[src/logic/dso_map.svh]
`ifndef DSO_MAP_SVH
`define DSO_MAP_SVH

// Register byte offsets on the AXI4-Lite port.
`define DSO_OFS_SEL_A      8'h00
`define DSO_OFS_SEL_B      8'h04
`define DSO_OFS_START_FREQ 8'h08
`define DSO_OFS_SENS       8'h0C
`define DSO_OFS_FWD_THR    8'h10
`define DSO_OFS_REV_THR    8'h14
`define DSO_OFS_EXT_DISP   8'h18
`define DSO_OFS_STATUS     8'h1C

// Reset values; frequencies are in 0.1 Hz steps, sensitivity in percent.
`define DSO_RST_SEL_A      16'h0000
`define DSO_RST_SEL_B      16'h0063
`define DSO_RST_START_FREQ 16'h0005
`define DSO_RST_SENS       8'h0A
`define DSO_RST_FWD_THR    16'h003C
`define DSO_RST_REV_THR    16'h270F
`define DSO_RST_EXT_DISP   16'h0000

// Setting limits.
`define DSO_SENS_MAX       8'h64
`define DSO_THR_MAX        16'h0FA0
`define DSO_THR_SAME       16'h270F

// Function selection codes and polarity split.
`define DSO_CODE_RUNNING   16'h0000
`define DSO_CODE_REACHED   16'h0001
`define DSO_CODE_THRESHOLD 16'h0004
`define DSO_CODE_READY     16'h000B
`define DSO_CODE_HW_FAULT  16'h005B
`define DSO_CODE_TRIP      16'h0063
`define DSO_CODE_NEG_BASE  16'h0064
`define DSO_CODE_MAX       16'h00C7

// Status register field positions.
`define DSO_STAT_FLAGS_LSB 0
`define DSO_STAT_TERM_LSB  8

// AXI responses.
`define DSO_RESP_OKAY      2'h0
`define DSO_RESP_SLVERR    2'h2

`endif

[src/logic/dso_pkg.sv]
package dso_pkg;

  // Drive state sampled from the core, all active high.
  typedef struct packed {
    logic able_to_start;
    logic power_fail;
    logic undervoltage;
    logic output_stop_input;
    logic dc_brake;
    logic tripped;
    logic reverse;
    logic brake_transistor_fault;
    logic earth_fault_at_start;
    logic output_phase_loss_fault;
    logic param_storage_fault;
    logic processor_fault;
    logic inrush_limit_fault;
    logic accel_overcurrent_trip;
    logic earth_fault_as_accel;
  } dso_drive_t;

  typedef struct packed {
    logic frequency_threshold_flag;
    logic hardware_fault_flag;
    logic trip_fault_flag;
    logic reached_frequency_flag;
    logic running_flag;
    logic operation_ready_flag;
  } dso_flags_t;

  typedef struct packed {
    logic [1:0][15:0] sel;
    logic [15:0]      start_freq;
    logic [7:0]       sens;
    logic [15:0]      fwd_thr;
    logic [15:0]      rev_thr;
    logic [15:0]      ext_disp;
    dso_flags_t       flags;
    logic [1:0]       term;
    logic             aw_held;
    logic             w_held;
    logic [7:0]       waddr;
    logic [31:0]      wdata;
    logic [3:0]       wstrb;
    logic             awready;
    logic             wready;
    logic             bvalid;
    logic [1:0]       bresp;
    logic             arready;
    logic             rvalid;
    logic [31:0]      rdata;
    logic [1:0]       rresp;
  } dso_state_t;

endpackage

[src/logic/dso_status_out.sv]
`timescale 1ns/1ns
`include "dso_map.svh"
// Behaviour
// Codes 0-99 conduct when function active; codes 100-199 do not conduct.
// Each terminal decodes its own code, so one function may drive several.
// Ready flag is on whenever the drive can start, and while running.
// Running flag on at or above starting frequency; off when stopped or braking.
// Codes 11/111 carry ready flag, 0/100 carry running flag.
// Ready drops on power fail, undervoltage, trip or output stop; stays during braking.
// After reset the running terminal carries the running flag, positive polarity.
// Fault flag is on whenever the drive has tripped.
// Relay terminal carries fault flag by default; codes 99/199 route it elsewhere.
// Hardware fault flag only for the six listed internal or wiring faults.
// Codes 91/191 carry the hardware fault flag.
// Earth fault reported as acceleration overcurrent still sets hardware fault.
// Reached flag when output frequency is within sensitivity band; 0-100 %, default 10.
// Codes 1/101 carry the reached frequency flag.
// Threshold flag at or above forward threshold, 0-400 Hz, default 6 Hz.
// Reverse threshold 9999 means forward threshold in both directions.
// Codes 4/104 carry the frequency threshold flag.
// Reached and threshold flags are held off during DC injection braking.
// Comparisons use output frequency before slip compensation.
// Sensitivity and thresholds writable only while extended display select is zero.
// Software should keep fast toggling flags off the relay terminal.
// Reached when absolute error is at most sensitivity percent of set frequency.
module dso_status_out
  import dso_pkg::*;
(
  // Clock and reset.
  input  wire logic        i_core_clk,
  input  wire logic        i_rst,
  // Drive state.
  input  wire dso_drive_t  i_drive,
  input  wire logic [15:0] i_out_freq_raw,
  input  wire logic [15:0] i_set_freq,
  // Output terminals: bit 0 running terminal, bit 1 relay contact.
  output logic [1:0]       o_term,
  // AXI4-Lite write address and data.
  input  wire logic        i_awvalid,
  output logic             o_awready,
  input  wire logic [7:0]  i_awaddr,
  input  wire logic        i_wvalid,
  output logic             o_wready,
  input  wire logic [31:0] i_wdata,
  input  wire logic [3:0]  i_wstrb,
  // AXI4-Lite write response.
  output logic             o_bvalid,
  input  wire logic        i_bready,
  output logic [1:0]       o_bresp,
  // AXI4-Lite read.
  input  wire logic        i_arvalid,
  output logic             o_arready,
  input  wire logic [7:0]  i_araddr,
  output logic             o_rvalid,
  input  wire logic        i_rready,
  output logic [31:0]      o_rdata,
  output logic [1:0]       o_rresp
);

  //////////////////////////////////////////////////////////////////////////////

  dso_state_t s_reg;
  dso_state_t s_next;
  dso_flags_t flags_now;
  logic [1:0] term_now;

  // Conduction of one terminal for its selection code.
  function automatic logic term_drive(input logic [15:0] code, input dso_flags_t f);
    logic [15:0] base;
    logic        neg;
    logic        act;
    logic        known;
    neg   = (code >= `DSO_CODE_NEG_BASE);
    base  = neg ? (code - `DSO_CODE_NEG_BASE) : code;
    act   = 1'b0;
    known = (code <= `DSO_CODE_MAX);
    case (base)
      `DSO_CODE_RUNNING:   act = f.running_flag;
      `DSO_CODE_REACHED:   act = f.reached_frequency_flag;
      `DSO_CODE_THRESHOLD: act = f.frequency_threshold_flag;
      `DSO_CODE_READY:     act = f.operation_ready_flag;
      `DSO_CODE_HW_FAULT:  act = f.hardware_fault_flag;
      `DSO_CODE_TRIP:      act = f.trip_fault_flag;
      default:             known = 1'b0;
    endcase
    // Unknown codes mean no function and leave the terminal open.
    return known & (act ^ neg);
  endfunction

  // Byte-lane merge of a write into a narrow register.
  function automatic logic [15:0] merge16(input logic [15:0] old, input logic [31:0] d, input logic [3:0] be);
    logic [15:0] r;
    r = old;
    if (be[0]) begin
      r[7:0] = d[7:0];
    end
    if (be[1]) begin
      r[15:8] = d[15:8];
    end
    return r;
  endfunction

  //////////////////////////////////////////////////////////////////////////////
  // Status flags.

  logic [15:0] freq_err;
  logic [23:0] err_scaled;
  logic [23:0] band;
  logic [15:0] thr_sel;
  logic        shutoff;

  always_comb begin
    // The raw output frequency is the value ahead of slip compensation.
    freq_err   = (i_out_freq_raw >= i_set_freq) ? (i_out_freq_raw - i_set_freq)
                                                : (i_set_freq - i_out_freq_raw);
    err_scaled = {8'h00, freq_err} * 24'h000064;
    band       = {16'h0000, s_reg.sens} * {8'h00, i_set_freq};
    thr_sel    = (i_drive.reverse && (s_reg.rev_thr != `DSO_THR_SAME)) ? s_reg.rev_thr
                                                                       : s_reg.fwd_thr;
    shutoff    = i_drive.tripped | i_drive.output_stop_input;

    flags_now.running_flag = (i_out_freq_raw >= s_reg.start_freq)
                           & ~i_drive.dc_brake & ~shutoff;
    // Running implies ready unless power fail or undervoltage is present, even if the core drops its able-to-start level meanwhile.
    flags_now.operation_ready_flag = (i_drive.able_to_start | flags_now.running_flag)
                                   & ~i_drive.power_fail & ~i_drive.undervoltage
                                   & ~shutoff;
    flags_now.trip_fault_flag = i_drive.tripped;
    flags_now.hardware_fault_flag = i_drive.brake_transistor_fault
                                  | i_drive.earth_fault_at_start
                                  | i_drive.output_phase_loss_fault
                                  | i_drive.param_storage_fault
                                  | i_drive.processor_fault
                                  | i_drive.inrush_limit_fault
                                  | (i_drive.accel_overcurrent_trip & i_drive.earth_fault_as_accel);
    flags_now.reached_frequency_flag = (err_scaled <= band) & ~i_drive.dc_brake;
    flags_now.frequency_threshold_flag = (i_out_freq_raw >= thr_sel)
                                       & ~i_drive.dc_brake;
  end

  // Each terminal has its own decoder, so a flag may appear on both.
  for (genvar t = 0; t < 2; t++) begin : g_term
    assign term_now[t] = term_drive(s_reg.sel[t], flags_now);
  end

  //////////////////////////////////////////////////////////////////////////////
  // Next state: flags, terminals and the AXI4-Lite slave.

  logic        do_write;
  logic        ext_ok;
  logic [15:0] wval;
  logic [7:0]  raddr;
  logic [31:0] rd;
  logic        rd_ok;
  logic        wr_ok;

  always_comb begin
    s_next       = s_reg;
    s_next.flags = flags_now;
    s_next.term  = term_now;

    if (i_awvalid && s_reg.awready) begin
      s_next.aw_held = 1'b1;
      s_next.waddr   = i_awaddr;
    end
    if (i_wvalid && s_reg.wready) begin
      s_next.w_held = 1'b1;
      s_next.wdata  = i_wdata;
      s_next.wstrb  = i_wstrb;
    end

    do_write = s_next.aw_held && s_next.w_held && !s_reg.bvalid;
    // Settings tied to the extended display are frozen while it is nonzero.
    ext_ok   = (s_reg.ext_disp == 16'h0000);
    wval     = 16'h0000;
    wr_ok    = 1'b1;
    if (do_write) begin
      s_next.aw_held = 1'b0;
      s_next.w_held  = 1'b0;
      s_next.bvalid  = 1'b1;
      if (s_next.waddr == `DSO_OFS_SEL_A) begin
        s_next.sel[0] = merge16(s_reg.sel[0], s_next.wdata, s_next.wstrb);
      end else if (s_next.waddr == `DSO_OFS_SEL_B) begin
        s_next.sel[1] = merge16(s_reg.sel[1], s_next.wdata, s_next.wstrb);
      end else if (s_next.waddr == `DSO_OFS_START_FREQ) begin
        s_next.start_freq = merge16(s_reg.start_freq, s_next.wdata, s_next.wstrb);
      end else if (s_next.waddr == `DSO_OFS_SENS) begin
        wval = merge16({8'h00, s_reg.sens}, s_next.wdata, s_next.wstrb);
        if (ext_ok && wval <= {8'h00, `DSO_SENS_MAX}) begin
          s_next.sens = wval[7:0];
        end
      end else if (s_next.waddr == `DSO_OFS_FWD_THR) begin
        wval = merge16(s_reg.fwd_thr, s_next.wdata, s_next.wstrb);
        if (ext_ok && wval <= `DSO_THR_MAX) begin
          s_next.fwd_thr = wval;
        end
      end else if (s_next.waddr == `DSO_OFS_REV_THR) begin
        wval = merge16(s_reg.rev_thr, s_next.wdata, s_next.wstrb);
        if (ext_ok && (wval <= `DSO_THR_MAX || wval == `DSO_THR_SAME)) begin
          s_next.rev_thr = wval;
        end
      end else if (s_next.waddr == `DSO_OFS_EXT_DISP) begin
        s_next.ext_disp = merge16(s_reg.ext_disp, s_next.wdata, s_next.wstrb);
      end else if (s_next.waddr == `DSO_OFS_STATUS) begin
        wr_ok = 1'b1;
      end else begin
        wr_ok = 1'b0;
      end
      s_next.bresp = wr_ok ? `DSO_RESP_OKAY : `DSO_RESP_SLVERR;
    end else if (s_reg.bvalid && i_bready) begin
      s_next.bvalid = 1'b0;
    end

    // Ready is withheld while an item waits or a response is pending.
    s_next.awready = !s_next.aw_held && !s_next.bvalid;
    s_next.wready  = !s_next.w_held && !s_next.bvalid;

    raddr = i_araddr;
    rd    = 32'h0000_0000;
    rd_ok = 1'b1;
    if (raddr == `DSO_OFS_SEL_A) begin
      rd = {16'h0000, s_reg.sel[0]};
    end else if (raddr == `DSO_OFS_SEL_B) begin
      rd = {16'h0000, s_reg.sel[1]};
    end else if (raddr == `DSO_OFS_START_FREQ) begin
      rd = {16'h0000, s_reg.start_freq};
    end else if (raddr == `DSO_OFS_SENS) begin
      rd = {24'h000000, s_reg.sens};
    end else if (raddr == `DSO_OFS_FWD_THR) begin
      rd = {16'h0000, s_reg.fwd_thr};
    end else if (raddr == `DSO_OFS_REV_THR) begin
      rd = {16'h0000, s_reg.rev_thr};
    end else if (raddr == `DSO_OFS_EXT_DISP) begin
      rd = {16'h0000, s_reg.ext_disp};
    end else if (raddr == `DSO_OFS_STATUS) begin
      rd[`DSO_STAT_FLAGS_LSB +: 6] = s_reg.flags;
      rd[`DSO_STAT_TERM_LSB +: 2]  = s_reg.term;
    end else begin
      rd_ok = 1'b0;
    end

    if (i_arvalid && s_reg.arready) begin
      s_next.arready = 1'b0;
      s_next.rvalid  = 1'b1;
      s_next.rdata   = rd;
      s_next.rresp   = rd_ok ? `DSO_RESP_OKAY : `DSO_RESP_SLVERR;
    end else if (s_reg.rvalid && i_rready) begin
      s_next.rvalid  = 1'b0;
      s_next.arready = 1'b1;
    end
  end

  //////////////////////////////////////////////////////////////////////////////

  always_ff @(posedge i_core_clk) begin
    if (i_rst) begin
      s_reg            <= '0;
      s_reg.sel[0]     <= `DSO_RST_SEL_A;
      s_reg.sel[1]     <= `DSO_RST_SEL_B;
      s_reg.start_freq <= `DSO_RST_START_FREQ;
      s_reg.sens       <= `DSO_RST_SENS;
      s_reg.fwd_thr    <= `DSO_RST_FWD_THR;
      s_reg.rev_thr    <= `DSO_RST_REV_THR;
      s_reg.ext_disp   <= `DSO_RST_EXT_DISP;
      s_reg.awready    <= 1'b1;
      s_reg.wready     <= 1'b1;
      s_reg.arready    <= 1'b1;
    end else begin
      s_reg <= s_next;
    end
  end

  assign o_term    = s_reg.term;
  assign o_awready = s_reg.awready;
  assign o_wready  = s_reg.wready;
  assign o_bvalid  = s_reg.bvalid;
  assign o_bresp   = s_reg.bresp;
  assign o_arready = s_reg.arready;
  assign o_rvalid  = s_reg.rvalid;
  assign o_rdata   = s_reg.rdata;
  assign o_rresp   = s_reg.rresp;

endmodule

[config.mk]
export PLATFORM = sky130hd
export DESIGN_NAME = dso_status_out
export DESIGN_NICKNAME = d
export VERILOG_FILES = /design/src/logic/dso_pkg.sv /design/src/logic/dso_status_out.sv
export VERILOG_INCLUDE_DIRS = /design/src /design/src/logic
export SDC_FILE = /design/constraint.sdc
export NUM_CORES = 1
export LEC_CHECK = 0
export ABC_AREA = 1
export BUFFER_PORTS_ARGS = -buffer_cell sky130_fd_sc_hd__buf_2
export CAP_MARGIN = 20
export CORE_MARGIN = 4
export CORE_UTILIZATION = 55
export DETAILED_ROUTE_END_ITERATION = 7
export GPL_ROUTABILITY_DRIVEN = 0
export PLACE_DENSITY = 0.74
export SLEW_MARGIN = 20
export SYNTH_ARGS = -nofsm -noshare
export SYNTH_HDL_FRONTEND = slang
export SYNTH_SLANG_ARGS = --single-unit
[constraint.sdc]
create_clock -name i_core_clk -period 15.9 [get_ports i_core_clk]
set_clock_uncertainty 0.05 [all_clocks]
set_input_delay 0 -clock i_core_clk [delete_from_list [all_inputs] [get_ports i_core_clk]]
set_output_delay 0 -clock i_core_clk [all_outputs]
set_load 0.1 [all_outputs]
* After elaboration in Yosys (flattened, before gate mapping)
Cells that the tools add are included.
** Cells by class
- Multipliers :: 2
- Bitwise logic cells :: 30
- Muxes and demuxes :: 90
- Equal/unequal tests :: 26
- Reduce and logical (&&, ||, !) cells :: 37
- $add $sub $neg :: 4
- Magnitude comparators :: 11
** Operators by type and width (number)
- $mux W8 :: 43
- $mux W16 :: 10
- $eq A16 B7 Y1 const B :: 4
- $eq A8 B5 Y1 const B :: 8
- $ge A16 B16 Y1 :: 3
- $logic_not A16 Y1 :: 3
- $eq A16 B1 Y1 const B :: 2
- $eq A16 B3 Y1 const B :: 2
- $eq A16 B4 Y1 const B :: 2
- $eq A8 B4 Y1 const B :: 4
- $ge A16 B7 Y1 const B :: 2
- $le A16 B12 Y1 const B :: 2
- $le A16 B8 Y1 const B :: 2
- $sub A16 B16 Y16 :: 2
- $sub A16 B7 Y16 const B :: 2
- $le A23 B24 Y1 :: 1
- $mul A8 B16 Y24 :: 1
- $mux W1 :: 23
- $mul A16 B5 Y21 const B :: 1
- $mux W20 :: 1
- $mux W6 :: 3
- $reduce_and A9 Y1 :: 2
- $eq A16 B14 Y1 const B :: 1
- $eq A8 B3 Y1 const B :: 2
- other kinds (20) :: 74
** Word-level totals
- Bits in registers :: 183
- Output and inout bits :: 43
- Input port bits :: 106
- Logic and storage cells :: 232

* Logic depth before layout (Yosys ltp)
Gate-level depths: netlist of the first run.
- Depth after elaboration :: 14
- Mapped depth :: 45
- Mapped depth without buffers :: 43

* Worst setup path before layout of the first run
Ideal clock, no wire load.
- Path type :: reg2reg
- Start :: register s_reg[150] (netlist bit)
- End :: register s_reg, in the netlist o_term[1]
- Arrival :: 5991 ps
- Period minus slack after synthesis :: 6154 ps
- Slack :: 9746 ps
- Stages on the path, launching flop included :: 33
- Library setup time :: 113 ps
- Cell sequence :: dfxtp_1 -> clkbuf_1 -> buf_1 -> nand2_1 -> fa_1 -> fa_1 -> inv_1 -> fa_1 -> inv_1 -> fa_1 -> inv_1 -> ha_1 -> a21o_1 -> a31oi_1 -> o21ai_0 -> a21boi_0 -> o21ai_0 -> a21boi_0 -> o21ai_0 -> xnor2_1 -> ha_1 -> nand2_1 -> nor2_1 -> a211oi_1 -> nand2_1 -> nand2_1 -> nand2_1 -> nand3_1 -> nand4_1 -> nand3_1 -> nand2_1 -> nand2_1 -> nor2_1
** On the way
- Cells in the longest elaborated chain, start to end :: 6
** Ends and longest elaborated chain
- from (decl) :: RTL line dso_status_out.sv:62 : dso_state_t s_reg;
- from (signal assigned) :: RTL line dso_status_out.sv:269 : s_reg <= s_next;
- $mul A8 B16 Y24 :: RTL line dso_status_out.sv:117 : band = {16'h0000, s_reg.sens} * {8'h00, i_set_freq};
- $le A23 B24 Y1 :: RTL line dso_status_out.sv:136 : flags_now.reached_frequency_flag = (err_scaled <= band) & ~i_drive.dc_brake;
- $and A1 B1 Y1 :: RTL line dso_status_out.sv:136
- $pmux W1 S6 :: RTL line dso_status_out.sv:77 : case (base)
- $xor A1 B1 Y1 :: RTL line dso_status_out.sv:87 : return known & (act ^ neg);
- $and A1 B1 Y1 :: RTL line dso_status_out.sv:87
No other way between the ends.
A chain may end at the register's enable or synchronous reset.

* Final worst setup path of the first run
- Start :: register s_reg[150] (netlist bit)
- End :: register s_reg, in the netlist o_term[0]
Same word-level chain as after synthesis.

==> metrics.md, run 1 <==
| Metric | Value |
|---|---|
| Via count | approximately 18000 |
| Starting density of the core | 56.0% |
| Final routed wirelength across all metal layers | around 54000 µm |
| Wire length of the first global-routing pass | just under 90000 µm |
| Top Layer Used | met4 |
| Combinational share of power | about three fifths |
| DP Cell Count | 3045 |
| Post-detailed-placement half-perimeter wirelength | roughly 42000 µm |
| Max FFs per register | 138 |
| Number of CTS-inserted buffers | 17 |
| Total leakage power | between 10 and 15 nW |
| Dominant combinational cell family by area after synthesis | adder cells |
| Layout Cells excl Fill | 3110 |
| Total track usage | roughly 30% |
| Final antenna-violating net count | 0 |
| Number of enable flip-flop cells after synthesis | 0 |
| Critical path endpoint category | flop |
| Pwr Density | ~120 mW/mm² |
| Adder-Cell Fraction of Synth Area | approximately a quarter |
| Yosys warns | 0 |
| Predominant post-synthesis flop cell | dfxtp_1 |
| Number of slew-limit violations in the final report | 0 |
| Top Ports | 149 |
| Area of the placeable core | between 0.03 and 0.04 mm² |
| Switching pwr | 1.09 mW |
| Share of the synthesized area in the top cell type | 18.4% |
| Cell internal pwr | 1.16 mW |
| Net switching share of the total power | between 40% and 50% |
| CP Max Fanout | 19 |
| Die Ht | 188 µm |
| Fin crit period | 7.36 ns |
| Proportion of synthesized chip area in sequential cells | 18.4% |
| CP required | between 15 and 20 ns |
| Library cell contributing the largest single delay on the critical path | dfxtp_1 |
| X dimension of the die | roughly 190 µm |
| Sort of element at the start of the critical path | flop |
| Buffers inserted during post-CTS setup optimization | 0 |
| Most frequent CP cell | nand2_1 |
| Detailed-route wire length per cell | 17.5 µm |
| Stage delay of the slowest cell on the critical path | between 0.9 and 1 ns |
| Avg Synthesized Cell Area | 6.74 µm² |
| Yosys cell types | 62 |
| Placement Cell Area | 0.0182 mm² |
| Status | completed |
| Transition time of the tightest slew-check pin | 1.03 ns |
| Met3 routed wirelength | between 3000 and 4000 µm |
| Hold-critical path depth | 5 |
| Clock latency on the worst-skew pair | between 0.4 and 0.5 ns |
| Critical path arrival | 7.65 ns |
| Worst-path clk slew | around 0.07 ns |
| Area grow syn2layout | 7.72% |
| Clock sink count | 163 |
| Final design instance area without fill | about 0.019 mm² |
| Worst path setup slack after routing | around 8.5 ns |
| Net count reported at finish | 3080 |
| Syn Std Cell Area | 0.0178 mm² |
| Yosys reg bits | 163 |
| Multiplexer share of the synthesized area | 0.113% |
| Share of total power in the clock network | 18.7% |
| Async S/R FF share, synth | 0% |
| Synth top cells by count | 550 x nand2_1, 504 x inv_1, 207 x a21oi_1, 182 x ha_1, 181 x o21ai_0 |
| Area of the die | 0.0352 mm² |
| Routed met1 length | 21600 µm |
| Unrepaired setup endpoints after global routing | false |
| Dominant cells by area after synthesis | dfxtp_1 18%, ha_1 13%, nand2_1 12% |
| Master cell of the clock root buffer | clkbuf_16 |
| Post-route clock period utilization | ~46% |
| Wire length on met2 | 25500 µm |
| H-tree lvl count | 4 |
| Max cap viols | 0 |
| Crit path kind | flop to flop |
| CTS tree | built |
| Iteration-0 DRC Markers | 1618 |
| Number of buffers inserted by port buffering | about 110 |
| Most common cell in the synthesized netlist | nand2_1 |
| Avg Vias per Cell | 5.68 |
| Antenna violations before repair | 0 |
| Fin. Hold Viols | 0 |
| Post-synthesis share of cell area spent on and, or, nand and nor gates | 23.4% |
| Highest ir drop seen on vdd | 144 µV |
| Post-synthesis compound-gate area fraction | 16.5% |
| Standard-cell rows | 65 |
| Initial DRT Pass Iterations | 6 |
| Worst hold path class | input port to flop |
| Highest attainable clock frequency | 136 MHz |
| Normalized max-slew margin | 30.9% |
| Area share of xor/xnor cells in the synthesized design | between 3 and 4% |
| Reg power frac | between 10% and 20% |
| Antenna Diode Count | 0 |
| Pre-CTS WS | 8.56 ns |
| Maximum buffer depth of the clock tree | 2 |
| Final cell utilization of the core | 60.3% |
| Worst R2R Path Depth | 30 |
| Ratio of cells with drive above 1 in the final layout | 7.57% |
| Setup TNS | 0 ns |
| Cell accounting for the most synthesized area | dfxtp_1 |
| GRT Residual Overflow | 0 |
| Gate count after technology mapping | approximately 2600 |
| DRC violation count after routing | 0 |
| Via count of the first global-routing pass | 17100 |
| Total setup violations reported at the end of the flow | 0 |
| Maximum number of pins on one net before global-route repair | 99 |
-- what timing repair did --
item                                    in CTS  in global routing
hold buffers                                33                  0
endpoints found under the setup margin       0                  0
hold endpoints to repair                    28                  0
gates resized for setup                      0                  0
-- layer usage --
metal,vias to the layer above,track usage (%)
li1,8487,-
met1,8191,37.3
met2,783,51.9
met3,208,4.00
met4,0,15.9
met5,-,0
-- cell usage in the layout, fill, tap and decap left out, types with 7 or more instances in the layout --
cell type      netlist  final
nand4_1             30     30
buf_2                7    112
o211ai_1            26     26
o21bai_1             7      7
a31oi_1             11     11
o21ai_1             10     10
nand3_1            126    126
a21o_1               9      9
nand2_2             14     14
nand2_1            550    550
inv_1              504    504
clkbuf_16            0     17
nor2_2               9     10
nor2_1             178    177
fa_1                97     97
conb_1               1     18
nor3_1              28     28
a211oi_1            17     17
dfxtp_1            163    163
xor2_1              41     41
a21oi_1            207    207
o2111ai_1           12     12
dlygate4sd3_1        0     33
ha_1               182    182
or2_1                7      7
xnor2_1             20     20
o21ai_0            181    181
-- per-stage QoR --
step	hold slack [ns]	total power, mW
floorplan	0.0570	1.51
global placement	0.215	1.76
detailed placement	0.220	1.81
CTS	0.0266	2.25
global route	0.0875	2.47
finish	0.0264	2.25
-- path summary, 6_finish.rpt --
check             startpoint          to  slack [ns]
hold reg to reg   s_reg[130]  s_reg[130]        0.41
hold / removal     i_awvalid   s_reg[83]        0.03
setup reg to reg  s_reg[150]   o_term[0]        8.54
setup / recovery  s_reg[150]   o_term[0]        8.54
-- worst max-delay path: cells and delay by family, from the launching register on --
kind | cells | cell delay (ns)
adder cells (fa/ha/maj) | 6 | 2.80
AND/OR/NAND/NOR | 12 | 1.23
AO/OA/AOI/OAI | 8 | 1.69
flip-flops | 1 | 0.98
buffers and inverters | 3 | 0.14
XOR/XNOR | 1 | 0.33
-- final cells by class --
cell class | count | area [µm²]
Clock inverter | 15 | 166
Fill cell | 2904 | 12600
Inverter | 513 | 1930
Clock buffer | 17 | 425
Sequential cell | 163 | 3260
Timing Repair Buffer | 148 | 913
Tap cell | 402 | 503
Multi-Input combinational cell | 1852 | 11900
-- logic make-up (layout without fill, tap and decap cells) --
group	Yosys count	in the layout
adder cells (fa/ha/maj)	279	279
other	1	18
flip-flops	163	163
buffers and inverters	639	693
AND/OR/NAND/NOR	974	974
AO/OA/AOI/OAI	518	518
XOR/XNOR	61	61
multiplexers	2	2
-- power by group through the flow --
stage                     logic (mW)  registers (mW)  clock network [mW]
after floorplan                 1.05           0.462                   0
after global placement          1.31           0.446                   0
final                           1.39           0.438               0.420
after CTS                       1.39           0.438               0.423
after detailed placement        1.37           0.447                   0
after global routing            1.59           0.439               0.438
No activity file was read; power rests on OpenSTA's default activity.
==> run 2: changes to the inputs <==
clock period = 7.2 ns   (was 15.9 ns; I/O delays follow)
==> metrics.md, run 2 (synthesis gave the netlist of run 1 again) <==
| Metric | Value |
|---|---|
| Status | completed |
| Antenna violations before repair | 0 (unchanged) |
| Worst R2R Path Depth | 30 (unchanged) |
| Detailed-route wire length per cell | 17.3 µm (-0.70%) |
| CP Max Fanout | 10 (-9) |
| Max FFs per register | 138 (unchanged) |
| Ratio of cells with drive above 1 in the final layout | 8.15% (+0.58 points) |
| Number of slew-limit violations in the final report | 0 (unchanged) |
| Layout Cells excl Fill | 3127 (+0.55%) |
| Highest ir drop seen on vdd | 297 µV (+110%) |
| Buffers inserted during post-CTS setup optimization | 0 (unchanged) |
| Routed met1 length | 21400 µm (-1.1%) |
| Crit-path leading delay family | adder cells |
| Reg2Reg Setup Slack | 0.46 ns (-8.09 ns) |
| Clock latency on the worst-skew pair | 0.45 ns (about the same) |
| Die Ht | 188 µm (unchanged) |
| Fin crit period | 6.74 ns (-0.613 ns) |
| Area of the die | 0.0352 mm² (unchanged) |
| Total power after layout | 4.94 mW (+120%) |
| Post-route clock period utilization | 93.6% (+47 points) |
| Maximum buffer depth of the clock tree | 2 (unchanged) |
| Post-detailed-placement half-perimeter wirelength | 43300 µm (+2.4%) |
| Total track usage | 30.0% (-0.33 points) |
| Top Ports | 149 (unchanged) |
| X dimension of the die | 188 µm (unchanged) |
| Unrepaired setup endpoints after global routing | false |
| Maximum number of pins on one net before global-route repair | 98 (-1.0%) |
| Fin. Hold Viols | 0 (unchanged) |
| Critical path endpoint category | flop |
| Iteration-0 DRC Markers | 1576 (-2.6%) |
| Standard-cell rows | 65 (unchanged) |
| Number of CTS-inserted buffers | 17 (unchanged) |
| Sort of element at the start of the critical path | flop |
| Highest attainable clock frequency | 148 MHz (+9.1%) |
| Pwr Density | 257 mW/mm² (+120%) |
| CP required | 7.49 ns (-8.70 ns) |
| Final antenna-violating net count | 0 (unchanged) |
| Total setup violations reported at the end of the flow | 0 (unchanged) |
| Setup TNS | 0 ns (unchanged) |
| Avg Vias per Cell | 5.64 (-0.78%) |
| DP Cell Count | 3063 (+0.59%) |
| Via count | 17600 (-0.24%) |
| Clock sink count | 163 (unchanged) |
| Total buffers and inverters traversed by the critical path | 4 (+1) |
| GRT Residual Overflow | 0 (unchanged) |
| Via count of the first global-routing pass | 16800 (-1.9%) |
| H-tree lvl count | 4 (unchanged) |
| Normalized max-slew margin | 34.0% (+3.1 points) |
| Commonest non-fill, non-tap cells in the layout | 550 x nand2_1, 504 x inv_1, 207 x a21oi_1 |
| Initial DRT Pass Iterations | 7 (+1) |
| Most frequent standard cell in the layout excluding fill and tap cells | nand2_1 |
| Final routed wirelength across all metal layers | 54200 µm (-0.16%) |
| Area grow syn2layout | 8.36% |
| Start point of the critical path | s_reg[146] |
| Starting density of the core | 56.0% (unchanged) |
| Transition time of the tightest slew-check pin | 0.991 ns (-0.0426 ns) |
| Wire length of the first global-routing pass | 86000 µm (-1.3%) |
| Master cell of the clock root buffer | clkbuf_16 |
| Worst-path clk slew | 0.07 ns (about the same) |
| Worst Setup EP | o_term[1] |
| Critical path arrival | 7.03 ns (-0.62 ns) |
| Most frequent CP cell | nand2_1 |
| Wire length on met2 | 25000 µm (-1.8%) |
| Max cap viols | 0 (unchanged) |
| Top Layer Used | met4 |
| Total leakage power | 10.4 nW (+0.68%) |
| Area of the placeable core | 0.0317 mm² (unchanged) |
| Number of buffers inserted by port buffering | 112 (unchanged) |
| Met3 routed wirelength | 4280 µm (+11%) |
| Critical R2R Capture | o_term[1] |
| FF-to-FF Start | s_reg[146] |
| Stage delay of the slowest cell on the critical path | 0.60 ns (-0.38 ns) |
| Crit path kind | flop to flop |
| DRC violation count after routing | 0 (unchanged) |
| Worst hold path class | input port to flop |
| Logic depth of the worst path, buffers included | 30 (unchanged) |
| Library cell contributing the largest single delay on the critical path | dfxtp_1 |
| CTS tree | built |
| Net count reported at finish | 3097 (+0.55%) |
[run 2: cell types whose count changed in the layout (fill, tap and decap cells not counted), sizes merged]
cell / previous run / this run
buf: 115 / 133
clkinv: 6 / 4
clkinvlp: 2 / 4
diode: 0 / 1
dlygate4sd3: 33 / 32
inv: 519 / 518
[run 2: tightest hold or removal path, cell delays in order]
cell	delay [ns]
buf_2	0.10
nand2_4	0.09
inv_2	0.13
o21ai_1	0.09
nor2_1	0.08
[run 2: timing repair]
action                     4_1_cts  5_1_grt
hold endpoints to repair        28        0
setup endpoints to repair        0        1
gates resized for setup          0        1
hold buffers                    32        0
[run 2: power by group]
part | internal (mW) | switching [mW]
Combinational | 1.13 | 1.95
Sequential | 0.943 | 0.0221
Clock | 0.484 | 0.418
[run 2: how the worst min path moves through the flow]
stage           startpoint  slack, ns    endpoint  depth (start not counted)
6_report         i_awvalid       0.02   s_reg[83]                          5
3_5_place_dp   i_wdata[15]       0.23   s_reg[60]                          3
5_1_grt          i_awvalid       0.08   s_reg[78]                          5
3_3_place_gp      i_rready       0.21    o_rvalid                          4
4_1_cts        i_araddr[3]       0.01  o_rresp[1]                          5
2_1_floorplan   i_drive[9]       0.06   s_reg[92]                          2
[run 2: layout make-up]
cell class,count,area [µm²]
clock buffers,17,425
flip-flops and latches,163,3260
well taps,402,503
inverters,513,1930
repair buffers,165,1040
multi-input cells,1852,11900
diodes,1,2.50
clock inverters,14,145
fillers,2986,12500
[run 2: per-layer routing]
layer / vias to the layer above / global-route usage [%]
li1: 8513 / -
met3: 199 / 3.85
met4: 0 / 17.0
met1: 8041 / 37.2
met2: 874 / 50.4
met5: - / 0
[run 2: through the flow]
stage               cell area, µm²  utilization (%)  setup slack [ns]  hold slack (ns)
floorplan                    17800                -              1.05           0.0570
global placement             18300             57.8             0.424            0.213
detailed placement           18300             57.8             0.226            0.227
CTS                          19200             60.6             0.549           0.0130
global route                 19200             60.7            0.0349           0.0837
finish                       19200             60.7             0.458           0.0200
==> run 3: changes to the inputs <==
BUFFER_PORTS_ARGS = unset   (was -buffer_cell sky130_fd_sc_hd__buf_2)
DONT_BUFFER_PORTS = 1   (was unset)
PLACE_DENSITY = 0.7   (was 0.74)
==> metrics.md, run 3 (synthesis gave the netlist of run 1 again) <==
| Metric | Value |
|---|---|
| Net count reported at finish | 2991 (-3.4%) |
| DP Cell Count | 2943 (-3.9%) |
| H-tree lvl count | 4 (unchanged) |
| Net switching share of the total power | 47.4% (-0.92 points) |
| Min Hold Slack | 0.0202 ns (+0.000198 ns) |
| Post-detailed-placement half-perimeter wirelength | 41600 µm (-4.0%) |
| Area of the die | 0.0352 mm² (unchanged) |
| Total track usage | 30.0% (+0.034 points) |
| Highest attainable clock frequency | 152 MHz (+2.6%) |
| Via count | 17100 (-3.0%) |
| Hold-critical path depth | 4 (-1) |
| Ratio of cells with drive above 1 in the final layout | 3.89% (-4.3 points) |
| Max cap viols | 0 (unchanged) |
| Critical path arrival | 6.86 ns (-0.17 ns) |
| Master cell of the clock root buffer | clkbuf_16 |
| Area of the placeable core | 0.0317 mm² (unchanged) |
| Pwr Density | 259 mW/mm² (+1.0%) |
| Number of CTS-inserted buffers | 17 (unchanged) |
| Beginning of the worst hold path | i_wdata[9] |
| Fin. Hold Viols | 0 (unchanged) |
| Normalized max-slew margin | 24.8% (-9.2 points) |
| Clock sink count | 163 (unchanged) |
| Sort of element at the start of the critical path | flop |
| CTS tree | built |
| Filler instances | 3055 (+2.3%) |
| Number of buffers inserted by port buffering | 0 (-100%) |
| Most frequent standard cell in the layout excluding fill and tap cells | nand2_1 |
| Most frequent CP cell | nand2_1 |
| CP required | 7.49 ns (about the same) |
| Layout Cells excl Fill | 3021 (-3.4%) |
| Final routed wirelength across all metal layers | 53500 µm (-1.3%) |
| Iteration-0 DRC Markers | 1236 (-22%) |
| Standard-cell rows | 65 (unchanged) |
| Max FFs per register | 138 (unchanged) |
| Worst path setup slack after routing | 0.631 ns (+0.173 ns) |
| Maximum buffer depth of the clock tree | 2 (unchanged) |
| Starting density of the core | 56.0% (unchanged) |
| Worst R2R Path Depth | 32 (+6.7%) |
| Transition time of the tightest slew-check pin | 1.13 ns (+0.137 ns) |
| FF-to-FF Start | s_reg[147] |
| Crit path kind | flop to flop |
| Clock latency on the worst-skew pair | 0.44 ns (about the same) |
| Placement Cell Area | 0.0177 mm² (-3.4%) |
| Unrepaired setup endpoints after global routing | false |
| Antenna violations before repair | 0 (unchanged) |
| Die Ht | 188 µm (unchanged) |
| Combinational share of power | 59.1% (-3.1 points) |
| Worst hold path class | input port to flop |
| Status | completed |
| Total setup violations reported at the end of the flow | 0 (unchanged) |
| Critical path endpoint category | flop |
| Final design instance area without fill | 0.0188 mm² (-2.4%) |
| Top Ports | 149 (unchanged) |
| Setup TNS | 0 ns (unchanged) |
| CP Max Fanout | 11 (+1) |
| Pre-CTS WS | 0.355 ns (+0.130 ns) |
| Library cell contributing the largest single delay on the critical path | fa_1 |
| Sink of the worst hold path | s_reg[54] |
| Total leakage power | 10.0 nW (-3.9%) |
| Reg2Reg Setup Slack | 0.63 ns (+0.17 ns) |
| Maximum number of pins on one net before global-route repair | 99 (+1.0%) |
| Antenna Diode Count | 0 (-1) |
| Highest ir drop seen on vdd | 281 µV (-5.4%) |
| Fin crit period | 6.57 ns (-0.173 ns) |
| Reg power frac | 22.2% (+2.7 points) |
| Post-route clock period utilization | 91.2% (-2.4 points) |
| Commonest non-fill, non-tap cells in the layout | 550 x nand2_1, 504 x inv_1, 207 x a21oi_1 |
| GRT Residual Overflow | 0 (unchanged) |
| Initial DRT Pass Iterations | 5 (-2) |
| Final antenna-violating net count | 0 (unchanged) |
| Number of slew-limit violations in the final report | 0 (unchanged) |
| Stage delay of the slowest cell on the critical path | 0.54 ns (-0.06 ns) |
| Cell internal pwr | 2.56 mW (+0.40%) |
| DRC violation count after routing | 0 (unchanged) |
| Critical R2R Capture | o_term[1] |
| Detailed-route wire length per cell | 17.7 µm (+2.2%) |
| Share of total power in the clock network | 18.7% (+0.4 points) |
| X dimension of the die | 188 µm (unchanged) |
| Avg Vias per Cell | 5.66 (+0.39%) |
| Final cell utilization of the core | 59.3% (-1.4 points) |
| Total power after layout | 4.87 mW (-1.4%) |
| Switching pwr | 2.31 mW (-3.2%) |
| Via count of the first global-routing pass | 16800 (+0.28%) |
| Wire length of the first global-routing pass | 85800 µm (-0.18%) |
| Worst-path clk slew | 0.07 ns (about the same) |
| Area grow syn2layout | 5.80% |
-- run 3: worst max-delay path by stage --
stage	start	to	slack, ns
after detailed placement	i_out_freq_raw[0]	o_term[1]	0.36
after global routing	s_reg[145]	o_term[1]	0.02
after CTS	s_reg[147]	o_term[1]	0.58
final	s_reg[147]	o_term[1]	0.63
after global placement	i_out_freq_raw[0]	o_term[1]	0.49
after floorplan	s_reg[150]	o_term[1]	1.05
-- run 3: critical path: cells and delay by family (launching register included) --
kind	cells	cell delay [ns]
adder cells (fa/ha/maj)	6	2.72
AO/OA/AOI/OAI	8	1.56
AND/OR/NAND/NOR	12	1.06
flip-flops	1	0.47
XOR/XNOR	1	0.30
buffers and inverters	5	0.27
-- run 3: cell type report --
type	count	area, µm²	share of cell area [%]
Multi-Input combinational cell	1852	11900	63.5
Sequential cell	163	3260	17.4
Inverter	513	1930	10.3
Timing Repair Buffer	59	576	3.06
Tap cell	402	503	2.68
Clock buffer	22	484	2.58
Clock inverter	10	95.1	0.506
-- run 3: power by group through the flow --
stage | sequential (mW) | combinational [mW] | clock (mW)
after CTS | 1.08 | 2.87 | 0.907
after global placement | 1.10 | 2.71 | 0
after global routing | 1.09 | 3.32 | 0.950
after floorplan | 1.02 | 2.33 | 0
final | 1.08 | 2.88 | 0.910
after detailed placement | 1.10 | 2.80 | 0
-- run 3: per-layer routing --
layer	vias to the layer above	track usage (%)	wire (µm)
met1	7959	36.3	21500
met4	0	15.6	3040
li1	8296	-	-
met2	670	52.0	25400
met3	171	4.24	3590
met5	-	0	0
-- run 3: timing repair --
item,in CTS,in global routing
hold endpoints to repair,79,0
endpoints found under the setup margin,0,1
resized for setup,0,2
hold buffers,46,0
setup buffers,0,0
